### src/hw/mio_pkg.sv
/*
  Constants shared by the multi-function terminal block: register map,
  field positions, reset values, terminal function codes and scaling.
  Assumes frequencies arrive in 0.01 Hz units and speeds in rpm.
*/
package mio_pkg;

  // ************************************************************
  // register indices (word addresses)
  // ************************************************************
  localparam logic [4:0] ADDR_POL     = 5'h00;
  localparam logic [4:0] ADDR_INST    = 5'h01;
  localparam logic [4:0] ADDR_OUTST   = 5'h02;
  localparam logic [4:0] ADDR_INCLM   = 5'h03;
  localparam logic [4:0] ADDR_OUTCLM  = 5'h04;
  localparam logic [4:0] ADDR_FN0     = 5'h05;
  localparam logic [4:0] ADDR_TRIGFN  = 5'h08;
  localparam logic [4:0] ADDR_TERM    = 5'h09;
  localparam logic [4:0] ADDR_PRE     = 5'h0a;
  localparam logic [4:0] ADDR_GAIN    = 5'h0b;
  localparam logic [4:0] ADDR_WIDTH   = 5'h0c;
  localparam logic [4:0] ADDR_THR     = 5'h0d;
  localparam logic [4:0] ADDR_ZSPD    = 5'h0e;
  localparam logic [4:0] ADDR_RESTART = 5'h0f;
  localparam logic [4:0] ADDR_CNT     = 5'h10;
  localparam logic [4:0] ADDR_IRQSTS  = 5'h11;
  localparam logic [4:0] ADDR_IRQMSK  = 5'h12;

  // ************************************************************
  // field positions and reset values
  // ************************************************************
  localparam int unsigned NUM_OUT      = 3;
  localparam int unsigned NUM_IN       = 7;
  localparam int unsigned OUT_POS [3]  = '{0, 3, 4};
  localparam int unsigned TRIG_BIT     = 5;
  localparam logic [15:0] POL_RST      = 16'h0000;
  localparam logic [15:0] WIDTH_RST    = 16'h00c8;
  localparam logic [15:0] TERM_MAX     = 16'hffdc;
  localparam logic [15:0] CNT_MAX      = 16'hffff;
  localparam logic [7:0]  GAIN_MIN     = 8'h01;
  localparam logic [7:0]  GAIN_MAX     = 8'h37;
  localparam int unsigned IRQ_TERM     = 0;
  localparam int unsigned IRQ_PRE      = 1;
  localparam int unsigned IRQ_START    = 2;

  // ************************************************************
  // terminal function codes
  // ************************************************************
  localparam logic [7:0] FN_ATTAIN1  = 8'h03;
  localparam logic [7:0] FN_ATTAIN2  = 8'h04;
  localparam logic [7:0] FN_PRELIM   = 8'h11;
  localparam logic [7:0] FN_TERM     = 8'h12;
  localparam logic [7:0] FN_CNT_TRIG = 8'h17;
  localparam logic [7:0] FN_FREQ_GE  = 8'h1d;
  localparam logic [7:0] FN_FREQ_LT  = 8'h1e;
  localparam logic [7:0] FN_ZERO_SPD = 8'h2b;

  // ************************************************************
  // timing and scaling
  // ************************************************************
  localparam longint unsigned CLK_HZ_DEF = 64'd125000000;
  localparam longint unsigned FREQ_SCALE = 64'd100;

endpackage

### src/hw/mio_terminal.sv
/*
  Multi-function digital terminal logic: output polarity, pulse counter,
  frequency and speed indications, pulse-frequency output, restart with
  held run command and terminal status bitmaps.
  Assumes all inputs synchronous to i_clk and a one-cycle register port.
*/
// Chosen here: the plain strobed port and the register offsets.
// Overview of operation
// (RULE1) 16-bit output polarity mask, reset zero; a one inverts that output. Outputs claimed by the sequence controller take its level uninverted.
// (RULE2) mask bit 0 relay, bit 3 transistor a, bit 4 transistor b.
// (RULE3) counter triggers come from digital input six when its code is 23.
// (RULE4) reaching terminal count activates function 18 outputs and clears count.
// (RULE5) reaching preliminary count activates function 17 outputs, no clear.
// (RULE6) counter steps on rising trigger edges and saturates at 16-bit max.
// (RULE7) pulse output is 50 % square at output frequency times gain 1..55.
// (RULE8) functions 3 and 4 close when output frequency is within width of target.
// (RULE9) function 29 active at or above threshold, function 30 below it.
// (RULE10) restart option 1 starts after power-up or reset key if run is held.
// (RULE11) function 43 on while measured speed is below zero-speed level.
// (RULE12) input status bitmap, bits 0..6 for inputs one..seven, one is active.
// (RULE13) output status bitmap, relay bit 0, transistor a bit 3, one is on.
// (RULE14) bitmap of inputs claimed by the sequence controller, input positions.
// (RULE15) bitmap of outputs claimed by the sequence controller, output positions.
`timescale 1ns/1ps
`default_nettype none

module mio_terminal #(
  parameter longint unsigned CLK_HZ      = mio_pkg::CLK_HZ_DEF,
  parameter logic            RESTART_RST = 1'b0
) (
  // clock and reset
  input  wire logic        i_clk,
  input  wire logic        i_rst_b,
  // register port
  input  wire logic [4:0]  i_addr,
  input  wire logic [15:0] i_wdata,
  input  wire logic        i_wr,
  input  wire logic        i_rd,
  output var  logic [15:0] o_rdata,
  // terminals
  input  wire logic [6:0]  i_digital_input,
  output wire logic        o_relay_output,
  output wire logic        o_transistor_output_a,
  output wire logic        o_transistor_output_b,
  output var  logic        o_pulse_frequency_output,
  // drive values
  input  wire logic [15:0] i_out_freq,
  input  wire logic [15:0] i_cmd_freq,
  input  wire logic [15:0] i_motor_speed,
  input  wire logic        i_run_held,
  input  wire logic        i_reset_key,
  output var  logic        o_run_start,
  // sequence controller
  input  wire logic [6:0]  i_seq_in_claim,
  input  wire logic [2:0]  i_seq_out_claim,
  input  wire logic [2:0]  i_seq_out_level,
  // interrupt
  output var  logic        o_irq
);

  localparam logic [35:0] ACC_LIM = 36'(CLK_HZ * mio_pkg::FREQ_SCALE);

  // ************************************************************
  // registers
  // ************************************************************
  logic [15:0] pol_r;
  logic [7:0]  fn_r [3];
  logic [7:0]  trig_fn_r;
  logic [15:0] term_r;
  logic [15:0] pre_r;
  logic [7:0]  gain_r;
  logic [15:0] width_r;
  logic [15:0] thr_r;
  logic [15:0] zspd_r;
  logic        restart_r;
  logic [2:0]  irq_sts_r;
  logic [2:0]  irq_msk_r;
  logic [6:0]  din_r;
  logic [6:0]  din_q;
  logic [15:0] cnt_r;
  logic        term_act_r;
  logic        pre_act_r;
  logic [2:0]  out_r;
  logic [35:0] acc_r;
  logic        pend_r;
  logic [15:0] rd_val;
  logic [15:0] out_map;
  logic [15:0] oclm_map;
  logic [2:0]  irq_evt;
  logic [2:0]  irq_nxt;

  always_ff @(posedge i_clk or negedge i_rst_b)
  begin
    if (!i_rst_b)
    begin
      pol_r     <= mio_pkg::POL_RST;
      trig_fn_r <= 8'h00;
      term_r    <= 16'h0000;
      pre_r     <= 16'h0000;
      gain_r    <= mio_pkg::GAIN_MIN;
      width_r   <= mio_pkg::WIDTH_RST;
      thr_r     <= 16'h0000;
      zspd_r    <= 16'h0000;
      restart_r <= RESTART_RST;
      irq_msk_r <= 3'h0;
    end
    else if (i_wr)
    begin
      case (i_addr)
        mio_pkg::ADDR_POL:     pol_r     <= i_wdata; // see (RULE1)
        mio_pkg::ADDR_TRIGFN:  trig_fn_r <= i_wdata[7:0];
        mio_pkg::ADDR_TERM:    term_r    <= (i_wdata > mio_pkg::TERM_MAX) ?
                                            mio_pkg::TERM_MAX : i_wdata;
        mio_pkg::ADDR_PRE:     pre_r     <= (i_wdata > mio_pkg::TERM_MAX) ?
                                            mio_pkg::TERM_MAX : i_wdata;
        mio_pkg::ADDR_GAIN:    gain_r    <= (i_wdata[15:8] != 8'h00 ||
                                             i_wdata[7:0] > mio_pkg::GAIN_MAX) ?
                                            mio_pkg::GAIN_MAX :
                                            (i_wdata[7:0] < mio_pkg::GAIN_MIN) ?
                                            mio_pkg::GAIN_MIN : i_wdata[7:0];
        mio_pkg::ADDR_WIDTH:   width_r   <= i_wdata;
        mio_pkg::ADDR_THR:     thr_r     <= i_wdata;
        mio_pkg::ADDR_ZSPD:    zspd_r    <= i_wdata;
        mio_pkg::ADDR_RESTART: restart_r <= i_wdata[0];
        mio_pkg::ADDR_IRQMSK:  irq_msk_r <= i_wdata[2:0];
        default:               ;
      endcase
    end
  end

  // ************************************************************
  // interrupt status, set wins over write-one clear
  // ************************************************************
  assign irq_nxt = (irq_sts_r & ~((i_wr && i_addr == mio_pkg::ADDR_IRQSTS) ?
                   i_wdata[2:0] : 3'h0)) | irq_evt;
  always_ff @(posedge i_clk or negedge i_rst_b)
  begin
    if (!i_rst_b)
    begin
      irq_sts_r <= 3'h0;
      o_irq     <= 1'b0;
    end
    else
    begin
      irq_sts_r <= irq_nxt;
      o_irq     <= |(irq_nxt & irq_msk_r);
    end
  end

  // ************************************************************
  // input sampling and pulse counter
  // ************************************************************
  logic        trig_edge;
  logic [15:0] cnt_inc;
  logic        term_hit;
  logic        pre_hit;

  assign trig_edge = (trig_fn_r == mio_pkg::FN_CNT_TRIG) &&
                     din_r[mio_pkg::TRIG_BIT] && !din_q[mio_pkg::TRIG_BIT]; // see (RULE3)
  assign cnt_inc   = (cnt_r == mio_pkg::CNT_MAX) ? cnt_r : cnt_r + 16'h0001; // see (RULE6)
  assign term_hit  = trig_edge && term_r != 16'h0000 && cnt_inc >= term_r;
  assign pre_hit   = trig_edge && !term_hit && pre_r != 16'h0000 && cnt_inc == pre_r;
  assign irq_evt   = {o_run_start, pre_hit, term_hit};
  always_ff @(posedge i_clk or negedge i_rst_b)
  begin
    if (!i_rst_b)
    begin
      din_r <= 7'h00;
      din_q <= 7'h00;
    end
    else
    begin
      din_r <= i_digital_input;
      din_q <= din_r;
    end
  end
  always_ff @(posedge i_clk or negedge i_rst_b)
  begin
    if (!i_rst_b)
    begin
      cnt_r      <= 16'h0000;
      term_act_r <= 1'b0;
      pre_act_r  <= 1'b0;
    end
    else if (trig_edge)
    begin
      cnt_r      <= term_hit ? 16'h0000 : cnt_inc; // see (RULE4) (RULE6)
      term_act_r <= term_hit;
      pre_act_r  <= pre_hit || (pre_act_r && !term_hit); // see (RULE5)
    end
  end

  // ************************************************************
  // output functions, polarity and sequencer override
  // ************************************************************
  logic [15:0] fdiff;
  logic        attain_c;
  logic        ge_c;
  logic        zs_c;

  assign fdiff    = (i_out_freq >= i_cmd_freq) ? i_out_freq - i_cmd_freq :
                                                  i_cmd_freq - i_out_freq;
  assign attain_c = fdiff <= width_r; // see (RULE8)
  assign ge_c     = i_out_freq >= thr_r; // see (RULE9)
  assign zs_c     = i_motor_speed < zspd_r; // see (RULE11)

  genvar g;
  generate
    for (g = 0; g < mio_pkg::NUM_OUT; g++)
    begin : g_out
      logic cond;
      always_comb
      begin
        case (fn_r[g])
          mio_pkg::FN_ATTAIN1,
          mio_pkg::FN_ATTAIN2:  cond = attain_c;
          mio_pkg::FN_PRELIM:   cond = pre_act_r;
          mio_pkg::FN_TERM:     cond = term_act_r;
          mio_pkg::FN_FREQ_GE:  cond = ge_c;
          mio_pkg::FN_FREQ_LT:  cond = !ge_c;
          mio_pkg::FN_ZERO_SPD: cond = zs_c;
          default:              cond = 1'b0;
        endcase
      end
      always_ff @(posedge i_clk or negedge i_rst_b)
      begin
        if (!i_rst_b)
          fn_r[g] <= 8'h00;
        else if (i_wr && i_addr == mio_pkg::ADDR_FN0 + 5'(g))
          fn_r[g] <= i_wdata[7:0];
      end
      always_ff @(posedge i_clk or negedge i_rst_b)
      begin
        if (!i_rst_b)
          out_r[g] <= 1'b0;
        else if (i_seq_out_claim[g])
          out_r[g] <= i_seq_out_level[g];
        else
          out_r[g] <= cond ^ pol_r[mio_pkg::OUT_POS[g]]; // see (RULE1) (RULE2)
      end

      assign out_map[mio_pkg::OUT_POS[g]]  = out_r[g]; // see (RULE13)
      assign oclm_map[mio_pkg::OUT_POS[g]] = i_seq_out_claim[g]; // see (RULE15)
    end
  endgenerate

  assign out_map[2:1]   = 2'h0;
  assign out_map[15:5]  = 11'h000;
  assign oclm_map[2:1]  = 2'h0;
  assign oclm_map[15:5] = 11'h000;

  assign o_relay_output        = out_r[0];
  assign o_transistor_output_a = out_r[1];
  assign o_transistor_output_b = out_r[2];

  // ************************************************************
  // pulse-frequency output
  // ************************************************************
  logic [35:0] dfm_inc;
  logic [35:0] dfm_sum;
  logic        dfm_wrap;

  // two edges per pulse, so the step is doubled for 50 % duty
  assign dfm_inc  = 36'(i_out_freq) * 36'(gain_r) * 36'h000000002; // see (RULE7)
  assign dfm_sum  = acc_r + dfm_inc;
  assign dfm_wrap = dfm_sum >= ACC_LIM;

  always_ff @(posedge i_clk or negedge i_rst_b)
  begin
    if (!i_rst_b)
    begin
      acc_r                    <= 36'h000000000;
      o_pulse_frequency_output <= 1'b0;
    end
    else
    begin
      acc_r <= dfm_wrap ? dfm_sum - ACC_LIM : dfm_sum;
      if (dfm_wrap)
        o_pulse_frequency_output <= !o_pulse_frequency_output; // see (RULE7)
    end
  end

  // ************************************************************
  // restart with held run command
  // ************************************************************
  always_ff @(posedge i_clk or negedge i_rst_b)
  begin
    if (!i_rst_b)
    begin
      pend_r      <= 1'b1;
      o_run_start <= 1'b0;
    end
    else
    begin
      o_run_start <= pend_r && restart_r && i_run_held; // see (RULE10)
      pend_r      <= i_reset_key; // one-cycle window: started, option off or run released
    end
  end

  // ************************************************************
  // read port
  // ************************************************************
  always_comb
  begin
    case (i_addr)
      mio_pkg::ADDR_POL:     rd_val = pol_r;
      mio_pkg::ADDR_INST:    rd_val = {9'h000, din_r}; // see (RULE12)
      mio_pkg::ADDR_OUTST:   rd_val = out_map; // see (RULE13)
      mio_pkg::ADDR_INCLM:   rd_val = {9'h000, i_seq_in_claim}; // see (RULE14)
      mio_pkg::ADDR_OUTCLM:  rd_val = oclm_map; // see (RULE15)
      mio_pkg::ADDR_FN0:     rd_val = {8'h00, fn_r[0]};
      5'h06:                 rd_val = {8'h00, fn_r[1]};
      5'h07:                 rd_val = {8'h00, fn_r[2]};
      mio_pkg::ADDR_TRIGFN:  rd_val = {8'h00, trig_fn_r};
      mio_pkg::ADDR_TERM:    rd_val = term_r;
      mio_pkg::ADDR_PRE:     rd_val = pre_r;
      mio_pkg::ADDR_GAIN:    rd_val = {8'h00, gain_r};
      mio_pkg::ADDR_WIDTH:   rd_val = width_r;
      mio_pkg::ADDR_THR:     rd_val = thr_r;
      mio_pkg::ADDR_ZSPD:    rd_val = zspd_r;
      mio_pkg::ADDR_RESTART: rd_val = {15'h0000, restart_r};
      mio_pkg::ADDR_CNT:     rd_val = cnt_r;
      mio_pkg::ADDR_IRQSTS:  rd_val = {13'h0000, irq_sts_r};
      mio_pkg::ADDR_IRQMSK:  rd_val = {13'h0000, irq_msk_r};
      default:               rd_val = 16'h0000;
    endcase
  end

  always_ff @(posedge i_clk or negedge i_rst_b)
  begin
    if (!i_rst_b)
      o_rdata <= 16'h0000;
    else
      o_rdata <= i_rd ? rd_val : 16'h0000;
  end
endmodule

`default_nettype wire

### config.mk
export PLATFORM = sky130hd
export DESIGN_NAME = mio_terminal
export DESIGN_NICKNAME = d
export VERILOG_FILES = /design/src/hw/mio_pkg.sv /design/src/hw/mio_terminal.sv
export SDC_FILE = /design/constraint.sdc
export NUM_CORES = 1
export LEC_CHECK = 0
export BUFFER_PORTS_ARGS = -buffer_cell sky130_fd_sc_hd__buf_2
export CORE_UTILIZATION = 30
export DETAILED_ROUTE_END_ITERATION = 10
export GPL_TIMING_DRIVEN = 0
export PLACE_DENSITY = 0.5
export SYNTH_ARGS = -nofsm -noshare
export SYNTH_HDL_FRONTEND = slang
export SYNTH_SLANG_ARGS = --single-unit
export TNS_END_PERCENT = 5
### constraint.sdc
create_clock -name i_clk -period 11.8 [get_ports i_clk]
set_input_delay 0.59 -clock i_clk [delete_from_list [all_inputs] [get_ports i_clk]]
set_output_delay 0.59 -clock i_clk [all_outputs]
set_load 0.03 [all_outputs]
# Word-level counts from Yosys, hierarchy flattened

Index checks and enable logic that the tools add are counted.

Logic and storage cells: 146
Register bits: 233

Mux-type cells: 16
Reduce and logical (&&, ||, !) cells: 38
$add $sub $neg: 5
Multipliers: 1
Magnitude comparators: 9
Eq/ne operators: 42
Bitwise gates (word level): 7

Operator list:

| cell                     | number |
|---|---|
| $pmux W16 S19            | 1 |
| $eq A8 B5 Y1 const B     | 13 |
| $mux W16                 | 5 |
| $ge A16 B16 Y1           | 3 |
| $eq A5 B4 Y1 const B     | 8 |
| $add A36 B25 Y36         | 1 |
| $ge A36 B34 Y1 const B   | 1 |
| $mux W36                 | 1 |
| $sub A36 B34 Y36 const B | 1 |
| $reduce_bool A16 Y1      | 2 |
| $sub A16 B16 Y16         | 2 |
| $eq A8 B2 Y1 const B     | 3 |
| $eq A8 B3 Y1 const B     | 3 |
| $eq A8 B6 Y1 const B     | 3 |
| $mul A16 B8 Y24          | 1 |
| $eq A5 B3 Y1 const B     | 4 |
| $reduce_and A2 Y1        | 10 |
| $pmux W1 S6              | 3 |
| $add A16 B1 Y16 const B  | 1 |
| $eq A16 B16 Y1           | 1 |
| $eq A16 B16 Y1 const B   | 1 |
| $gt A16 B16 Y1 const B   | 1 |
| $le A16 B16 Y1           | 1 |
| $lt A16 B16 Y1           | 1 |
| 19 further kinds         | 47 |

# Depth between registers and ports, before layout

Gate-level depths: netlist (run 1).

Depth in word-level cells: 12
Gate-level depth with buffers: 37
Depth with buffers taken out: 34

# Worst setup path before layout (run 1)

Ideal clock, no wire load.

Path kind: register to register
Start: register gain_r[4]
End: register acc_r[15]
Period minus slack after synthesis: 7.574 ns
Setup time: 0.130 ns
Cell stages (with the launch flop): 37
Path buffers: 3
Path slack: 4.226 ns
Data arrival time: 7.444 ns
Path through: dfrtp_1 clkbuf_1 clkbuf_1 nand2_1 fa_1 inv_1 fa_1 ha_1 inv_1 fa_1 inv_1 ha_1 a21o_1 a21oi_1 o21bai_1 a21oi_1 o21ai_0 a211oi_1 o21ai_0 nand2_1 nor2_1 nor3_1 xnor2_1 ha_1 clkbuf_1 a21o_1 a21o_1 a21oi_1 o21a_1 o31a_4 a21oi_4 nor4b_2 o31ai_1 nor4_4 a21oi_4 or3b_1 xnor2_1

Cells in the longest elaborated chain, start to end: 4
Elaborated cells between the ends (all ways): 5
Those cells by class: add/sub: 2; mul: 1; order compare: 1; mux: 1

RTL lines:

| item                                               | line                                     | source |
|---|---|---|
| start, declared                                    | mio_terminal.sv:71                       | `logic [7:0] gain_r;` |
| start signal, assigned                             | mio_terminal.sv:100                      | `gain_r <= mio_pkg::GAIN_MIN;` |
| start signal, assigned                             | mio_terminal.sv:116                      | `mio_pkg::ADDR_GAIN: gain_r <= (i_wdata[15:8] != 8'h00 \|\|` |
| $mul A16 B8 Y24 *                                  | mio_terminal.sv:264                      | `assign dfm_inc = 36'(i_out_freq) * 36'(gain_r) * 36'h000000002;` |
| $add A36 B25 Y36 *                                 | mio_terminal.sv:265                      | `assign dfm_sum = acc_r + dfm_inc;` |
| $sub A36 B34 Y36 or $ge A36 B34 Y1 (tied branches) | mio_terminal.sv:277, mio_terminal.sv:266 |  |
| $mux W36 *                                         | mio_terminal.sv:277                      | `acc_r <= dfm_wrap ? dfm_sum - ACC_LIM : dfm_sum;` |
| end signal, assigned                               | mio_terminal.sv:277                      |  |
| end, declared                                      | mio_terminal.sv:84                       | `logic [35:0] acc_r;` |

Every way passes the cells marked *; elsewhere a longest branch is shown, timed or not.
A chain may end at the register's enable or synchronous reset.

# Worst setup path after layout (run 1)

Start: register gain_r[4]
End: register acc_r[20]

The elaborated chain is that of the path after synthesis.

==> results of run 1 <==
## how the worst max path moves through the flow
stage	startpoint	endpoint	slack [ns]	depth (start not counted)
finish	gain_r[4]	acc_r[20]	2.34	37
global route	gain_r[4]	acc_r[24]	1.63	37
CTS	gain_r[4]	acc_r[20]	2.36	37
detailed placement	gain_r[4]	acc_r[20]	2.42	37
global placement	gain_r[4]	acc_r[24]	2.50	37
floorplan	gain_r[4]	acc_r[15]	4.23	36
## per-stage QoR
| stage | cell area [µm²] | setup slack [ns] | hold slack (ns) | instances | util, % |
|---|---|---|---|---|---|
| final | 22100 | 2.34 | 0.0951 | 3101 | 34.8 |
| after global routing | 22100 | 1.63 | 0.0870 | 3099 | 34.8 |
| after CTS | 22100 | 2.36 | 0.0839 | 3098 | 34.8 |
| after detailed placement | 21200 | 2.42 | 0.437 | 3043 | 33.3 |
| after global placement | 21100 | 2.50 | 0.447 | 3040 | 33.2 |
| after floorplan | 19500 | 4.23 | 0.294 | 2084 | - |
## registers in the layout, summed over array words and instances, names as in the netlist, 3 cells and up
register	cells
acc_r	35
fn_r	24
cnt_r	16
o_rdata	16
pol_r	16
pre_r	16
term_r	16
thr_r	16
width_r	16
zspd_r	16
gain_r	8
trig_fn_r	8
din_r	7
irq_msk_r	3
irq_sts_r	3
## layout make-up
class / count / area [µm²] / area share (%)
Multi-Input combinational cell: 1553 / 12600 / 57.1
Sequential cell: 227 / 5690 / 25.7
Tap cell: 846 / 1060 / 4.79
Inverter: 234 / 878 / 3.97
Clock buffer: 44 / 802 / 3.63
Timing Repair Buffer: 114 / 633 / 2.86
Buffer: 70 / 279 / 1.26
Clock inverter: 10 / 148 / 0.667
Antenna cell: 3 / 7.51 / 0.0339
## logic make-up after synthesis
| kind of cell | after synthesis | synth area share [%] |
|---|---|---|
| flip-flops | 227 | 29.2 |
| multiplexers | 132 | 7.57 |
| XOR/XNOR | 113 | 5.16 |
| buffers and inverters | 304 | 5.95 |
| adder cells (fa/ha/maj) | 251 | 19.5 |
| AND/OR/NAND/NOR | 619 | 16.5 |
| AO/OA/AOI/OAI | 438 | 16.1 |
## cell usage after synthesis (13+ instances only)
| cell type | instances | area share (%) |
|---|---|---|
| nor4_1 | 20 | 0.64 |
| a222oi_1 | 19 | 0.98 |
| fa_1 | 87 | 9.0 |
| dfrtp_1 | 222 | 29 |
| nand2b_1 | 18 | 0.58 |
| a22oi_1 | 44 | 1.7 |
| a211oi_1 | 13 | 0.50 |
| a31oi_1 | 24 | 0.77 |
| mux2_2 | 121 | 7.0 |
| nor3_1 | 41 | 1.1 |
| a21oi_1 | 77 | 2.0 |
| inv_1 | 233 | 4.5 |
| xnor2_1 | 73 | 3.3 |
| ha_1 | 164 | 11 |
| xor2_1 | 38 | 1.7 |
| nand2_1 | 179 | 3.5 |
| clkbuf_1 | 62 | 1.2 |
| nor2b_1 | 19 | 0.61 |
| and2_1 | 92 | 3.0 |
| o31ai_1 | 16 | 0.62 |
| o21a_1 | 18 | 0.69 |
| a21o_1 | 59 | 2.3 |
| and3_1 | 21 | 0.68 |
| o21ai_0 | 65 | 1.7 |
| nand3_1 | 43 | 1.1 |
| nand4_1 | 41 | 1.3 |
| nor2_1 | 94 | 1.8 |
## report_power, final
group | total (mW) | internal [mW] | switching (mW)
Sequential | 1.13 | 0.964 | 0.163
Clock | 0.908 | 0.535 | 0.372
Combinational | 4.17 | 1.60 | 2.57
Total | 6.20 | 3.10 | 3.11
## per-layer routing
layer  GRT usage, %  routed length (µm)
met1           27.6               30200
met2           29.7               28400
met3           2.45                3640
met4           4.73                1380
met5              0                   0
## repair_timing
| item | CTS | global route |
|---|---|---|
| hold buffers | 1 | 0 |
| endpoints found under the hold margin | 17 | 0 |
| gates resized for setup | 0 | 0 |
==> results.md, run 1 <==
* Static Leak at 10.3 nW
* Root Buffer: clkbuf_16
* Critical Path RT at around 12 ns
* Final hold vios at 0
* CP top delay family: compound AO/OA/AOI/OAI gates
* Initial core utilization at a little under a third
* Worst Hold Path EP: pend_r
* RSZ-0062 raised after global routing: no
* Detailed-placement wirelength estimate at 49900 µm
* RD Place Congestion at a little over 0.9
* Crit end category: flip-flop
* Final WL at roughly 64000 µm
* IO Port Bufs at 110
* Status: completed
* Layout cells sized above 1 at approximately 14%
* Std cell rows at 92
* Max Fclk at 0.106 GHz
* H-tree depth at 1
* Clock transition at the registers of the reported paths at 0.06 ns
* Final period util at around four fifths
* Commonest cells after routing, fill and taps aside: 233 x inv_1, 222 x dfrtp_1, 179 x nand2_1, 164 x ha_1, 121 x mux2_2
* Setup TNS at 0 ns
* Worst R2R End: acc_r[20]
* TritonCTS Buffers at 29
* Grt ovf at 0
* Die area at 65900 µm²
* Routed length per instance at 20.5 µm
* DR vias at approximately 16000
* First-pass GRT wire length at 97600 µm
* Gate Count Post-Synth at 2084
* Initial drt markers at 1315
* # fillers at 6711
* Pwr/cell area at around 280 nW/µm²
* Clock Sinks at 227
* Seq cells post-synth at 227
* Slew Limit Headroom at 11.9%
* Initial antenna violation count at 1
* Largest net degree at the start of global routing at 113
* Max-cap check violation count at 0
* Synth unique cells at 83
* Most common cell after layout, fill and taps aside: inv_1
* Final #Nets at 2575
* Avg Inst Size Synth at 9.34 µm²
* CTS tree: done
* FF-to-FF Start: gain_r[4]
* Synth warn at 0
* CORE AREA at 63500 µm²
* Vias in the first global route at between 15000 and 20000
* WS Path Type: reg -> reg
* Slowest CP cell: clkbuf_1
* Overall power at 6.20 mW
* Setup Skew at 0.0319 ns
* ANT nets after route at 0
* Fin crit period at 9.46 ns
* Vias per cell at 5.31
* CP peak stage delay at approximately 0.56 ns
* Final number of max-transition violations at 0
* Hold depth at 1
* Critical path's most frequent cell: nor2_1
* Drc violations at 0
* Die width at 257 µm
* Worst Tran Pin Value at about 1.3 ns
* Gr usage total at 19.0%
* Max FO, Critical Path at 10
* Largest buffer count on any clock path at 3
* Post-synth EDFFs at 0
* Max IR drop VDD at 0.308 mV
* Clk_lat worst skew at 0.59 ns
* Die Y at 257 µm
* Final setup violation count at 0
* Ports at between 100 and 150
* DR pass1 iterations at 10
* Layout area overhead at 13.7%
* Most frequently used flop master after synthesis: dfrtp_1
* Synthesized area at between 15000 and 20000 µm²
* FFs w/ async S/R, synth at 100%
* Data arrival, critical path at 9.89 ns
* Reg2Reg Setup Slack at ~2.3 ns
* Startpoint Class: flip-flop
* Reg2reg path depth at 37
* Setup repair bufs after CTS at 0
* Min-delay src: i_reset_key
* Seq/Total Area, Yosys at approximately 30%
* Hold WC Path Type: in -> reg
* Syn nets at about 2400
* CP bufs+invs at 7
Power figures use the tool's default switching activity.
==> inputs of run 2 (changes only) <==
Clock period 11.8 ns to 9.4 ns, I/O delays scaled along.
==> run 2 against run 1 <==
  * Core utilization is 0.17 points higher
  * Via count is 0.30% lower
  * Combinational power grew 26%
  * Non-clock buffer count increased by 7
  * Global-route usage hardly changed
  * Register-to-register slack worse by 1.8 ns
  * Sequential power grew 26%
  * Clock-buffer cell count stayed put
  * Largest power group unchanged
==> results.md, run 2 (synthesis gave the netlist of run 1 again) <==
* Status: completed (unchanged)
* Routed length per instance at 20.4 µm (was 20.5 µm)
* Internal at 3.90 mW (was 3.10 mW)
* Max Fclk at 0.113 GHz (was 0.106 GHz)
* Pre-CTS setup slack at 0.0152 ns (was 2.42 ns)
* Max reg flops at 35 (unchanged)
* Max-cap check violation count at 0 (unchanged)
* Largest buffer count on any clock path at 3 (unchanged)
* Drc violations at 0 (unchanged)
* Max FO, Critical Path at 10 (unchanged)
* Final #Nets at 2582 (was 2575)
* Die area at 65900 µm² (unchanged)
* Layout cells sized above 1 at 14.6% (was 14.1%)
* Vias per cell at 5.29 (was 5.31)
* Worst Hold Path EP: din_r[6] (was pend_r)
* Clock transition at the registers of the reported paths at 0.06 ns (about the same)
* Die width at 257 µm (unchanged)
* Reg2reg path depth at 36 (was 37)
* Initial antenna violation count at 1 (unchanged)
* Clock power frac at 14.6% (about the same)
* Critical Path RT at 9.88 ns (was 12.24 ns)
* Hold_ws at 0.0685 ns (was 0.0951 ns)
* Hold WC Path Type: in -> reg (unchanged)
* Largest net degree at the start of global routing at 113 (unchanged)
* Largest registers: acc_r: 35 flops, fn_r: 24 flops (unchanged)
* Root Buffer: clkbuf_16 (unchanged)
* Ports at 117 (unchanged)
* Layout area overhead at 14.2% (was 13.7%)
* Slew Limit Headroom at 12.3% (was 11.9%)
* Final WL at 63400 µm (was 63600 µm)
* Vias in the first global route at 16208 (was 16205)
* Std cell rows at 92 (unchanged)
* Detailed-placement wirelength estimate at 49900 µm (unchanged)
* CTS tree: done (unchanged)
* Max IR drop VDD at 0.391 mV (was 0.308 mV)
* Flop pwr share at 18.2% (about the same)
* Final setup violation count at 0 (unchanged)
* Final period util at 94.3% (was 80.1%)
* Fin crit period at 8.87 ns (was 9.46 ns)
* Die Y at 257 µm (unchanged)
* First-pass GRT wire length at 97600 µm (unchanged)
* Setup Skew at 0.0335 ns (was 0.0319 ns)
* Grt ovf at 0 (unchanged)
* Reg2Reg Setup Slack at 0.53 ns (was 2.34 ns)
* CP peak stage delay at 0.55 ns (was 0.56 ns)
* Worst R2R End: acc_r[15] (was acc_r[20])
* Min-delay src: i_digital_input[6] (was i_reset_key)
* Initial drt markers at 1332 (was 1315)
* Crit end category: flip-flop (unchanged)
* Final number of max-transition violations at 0 (unchanged)
* Hold depth at 1 (unchanged)
* WS Path Type: reg -> reg (unchanged)
* H-tree depth at 1 (unchanged)
* Pwr/cell area at 351 nW/µm² (was 280 nW/µm²)
* DR vias at 16421 (was 16471)
* Gr usage total at 19.0% (about the same)
* Initial core utilization at 30.6% (unchanged)
* Final hold vios at 0 (unchanged)
* Core Util, Final at 35.0% (was 34.8%)
* Sw frac at 50.1% (about the same)
* Switch Pwr at 3.91 mW (was 3.11 mW)
* Setup ws final at 0.534 ns (was 2.34 ns)
* Startpoint Class: flip-flop (unchanged)
* Data arrival, critical path at 9.34 ns (was 9.89 ns)
* ANT nets after route at 0 (unchanged)
* Worst Tran Pin Value at 1.30 ns (was 1.31 ns)
* Clk_lat worst skew at 0.59 ns (about the same)
* Clock Sinks at 227 (unchanged)
* Setup TNS at 0 ns (unchanged)
* RD Place Congestion at 0.912 (unchanged)
* CORE AREA at 63500 µm² (unchanged)
* TritonCTS Buffers at 29 (unchanged)
* Most flop-heavy register: acc_r (unchanged)
* Most common cell after layout, fill and taps aside: inv_1 (unchanged)
* Comb pwr share at 67.2% (about the same)
* DR pass1 iterations at 7 (was 10)
* Static Leak at 10.4 nW (was 10.3 nW)
* Commonest cells after routing, fill and taps aside: 233 x inv_1, 219 x dfrtp_1, 179 x nand2_1, 164 x ha_1, 121 x mux2_2 (was 233 x inv_1, 222 x dfrtp_1, 179 x nand2_1, 164 x ha_1, 121 x mux2_2)
* Slowest CP cell: fa_1 (was clkbuf_1)
* FF-to-FF Start: gain_r[3] (was gain_r[4])
* IO Port Bufs at 110 (unchanged)
[run 2: cell types whose count changed in the layout (fill, tap and decap cells not counted), moves of 2 or more]
cell	before	now
buf_4	2	4
dfrtp_2	0	3
clkbuf_4	0	2
dlygate4sd3_1	1	8
clkbuf_1	75	68
dfrtp_1	222	219
clkbuf_2	0	2
[run 2: final cells by class]
| cell class | count | area (µm²) |
|---|---|---|
| fillers | 6694 | 41300 |
| multi-input cells | 1553 | 12600 |
| flip-flops and latches | 227 | 5690 |
| well taps | 846 | 1060 |
| inverters | 234 | 878 |
| clock buffers | 44 | 802 |
| repair buffers | 123 | 718 |
| plain buffers | 68 | 283 |
| clock inverters | 10 | 148 |
| diodes | 2 | 5.00 |
[run 2: critical path: cells and delay by family, from the launching register on]
| kind | cells | cell delay (ns) |
|---|---|---|
| AO/OA/AOI/OAI | 12 | 2.57 |
| XOR/XNOR | 2 | 0.30 |
| adder cells (fa/ha/maj) | 6 | 2.24 |
| buffers and inverters | 6 | 0.96 |
| flip-flops | 1 | 0.52 |
| AND/OR/NAND/NOR | 10 | 2.17 |
[run 2: power by group through the flow]
stage	clock network [mW]	logic (mW)	registers [mW]
6_report	1.14	5.25	1.42
3_5_place_dp	0	5.20	1.43
2_1_floorplan	0	4.00	1.34
4_1_cts	1.16	5.24	1.41
5_1_grt	1.20	5.86	1.44
3_3_place_gp	0	5.14	1.42
[run 2: worst max path at each step]
stage	from	end
after floorplan	gain_r[4]	acc_r[15]
after global placement	gain_r[4]	acc_r[24]
after detailed placement	gain_r[4]	acc_r[20]
after CTS	gain_r[3]	acc_r[20]
after global routing	gain_r[4]	acc_r[15]
final	gain_r[3]	acc_r[15]
[run 2: layer usage]
metal / routed length (µm) / GRT usage (%)
met5: 0 / 0
met4: 1390 / 4.73
met3: 3750 / 2.44
met2: 28200 / 29.7
met1: 30000 / 27.6
[run 2: stage by stage]
| step | total power [mW] | instance area [µm²] | cells |
|---|---|---|---|
| after global placement | 6.56 | 21100 | 3040 |
| after global routing | 8.50 | 22200 | 3106 |
| after detailed placement | 6.63 | 21200 | 3043 |
| after CTS | 7.82 | 22200 | 3104 |
| final | 7.80 | 22200 | 3107 |
| after floorplan | 5.34 | 19500 | 2084 |
[run 2: what timing repair did]
| action | 4_1_cts | 5_1_grt |
|---|---|---|
| setup endpoints to repair | 4 | 28 |
| endpoints found under the hold margin | 24 | 0 |
| buffers inserted | 0 | 2 |
| resized for setup | 0 | 22 |
| hold buffers | 8 | 0 |
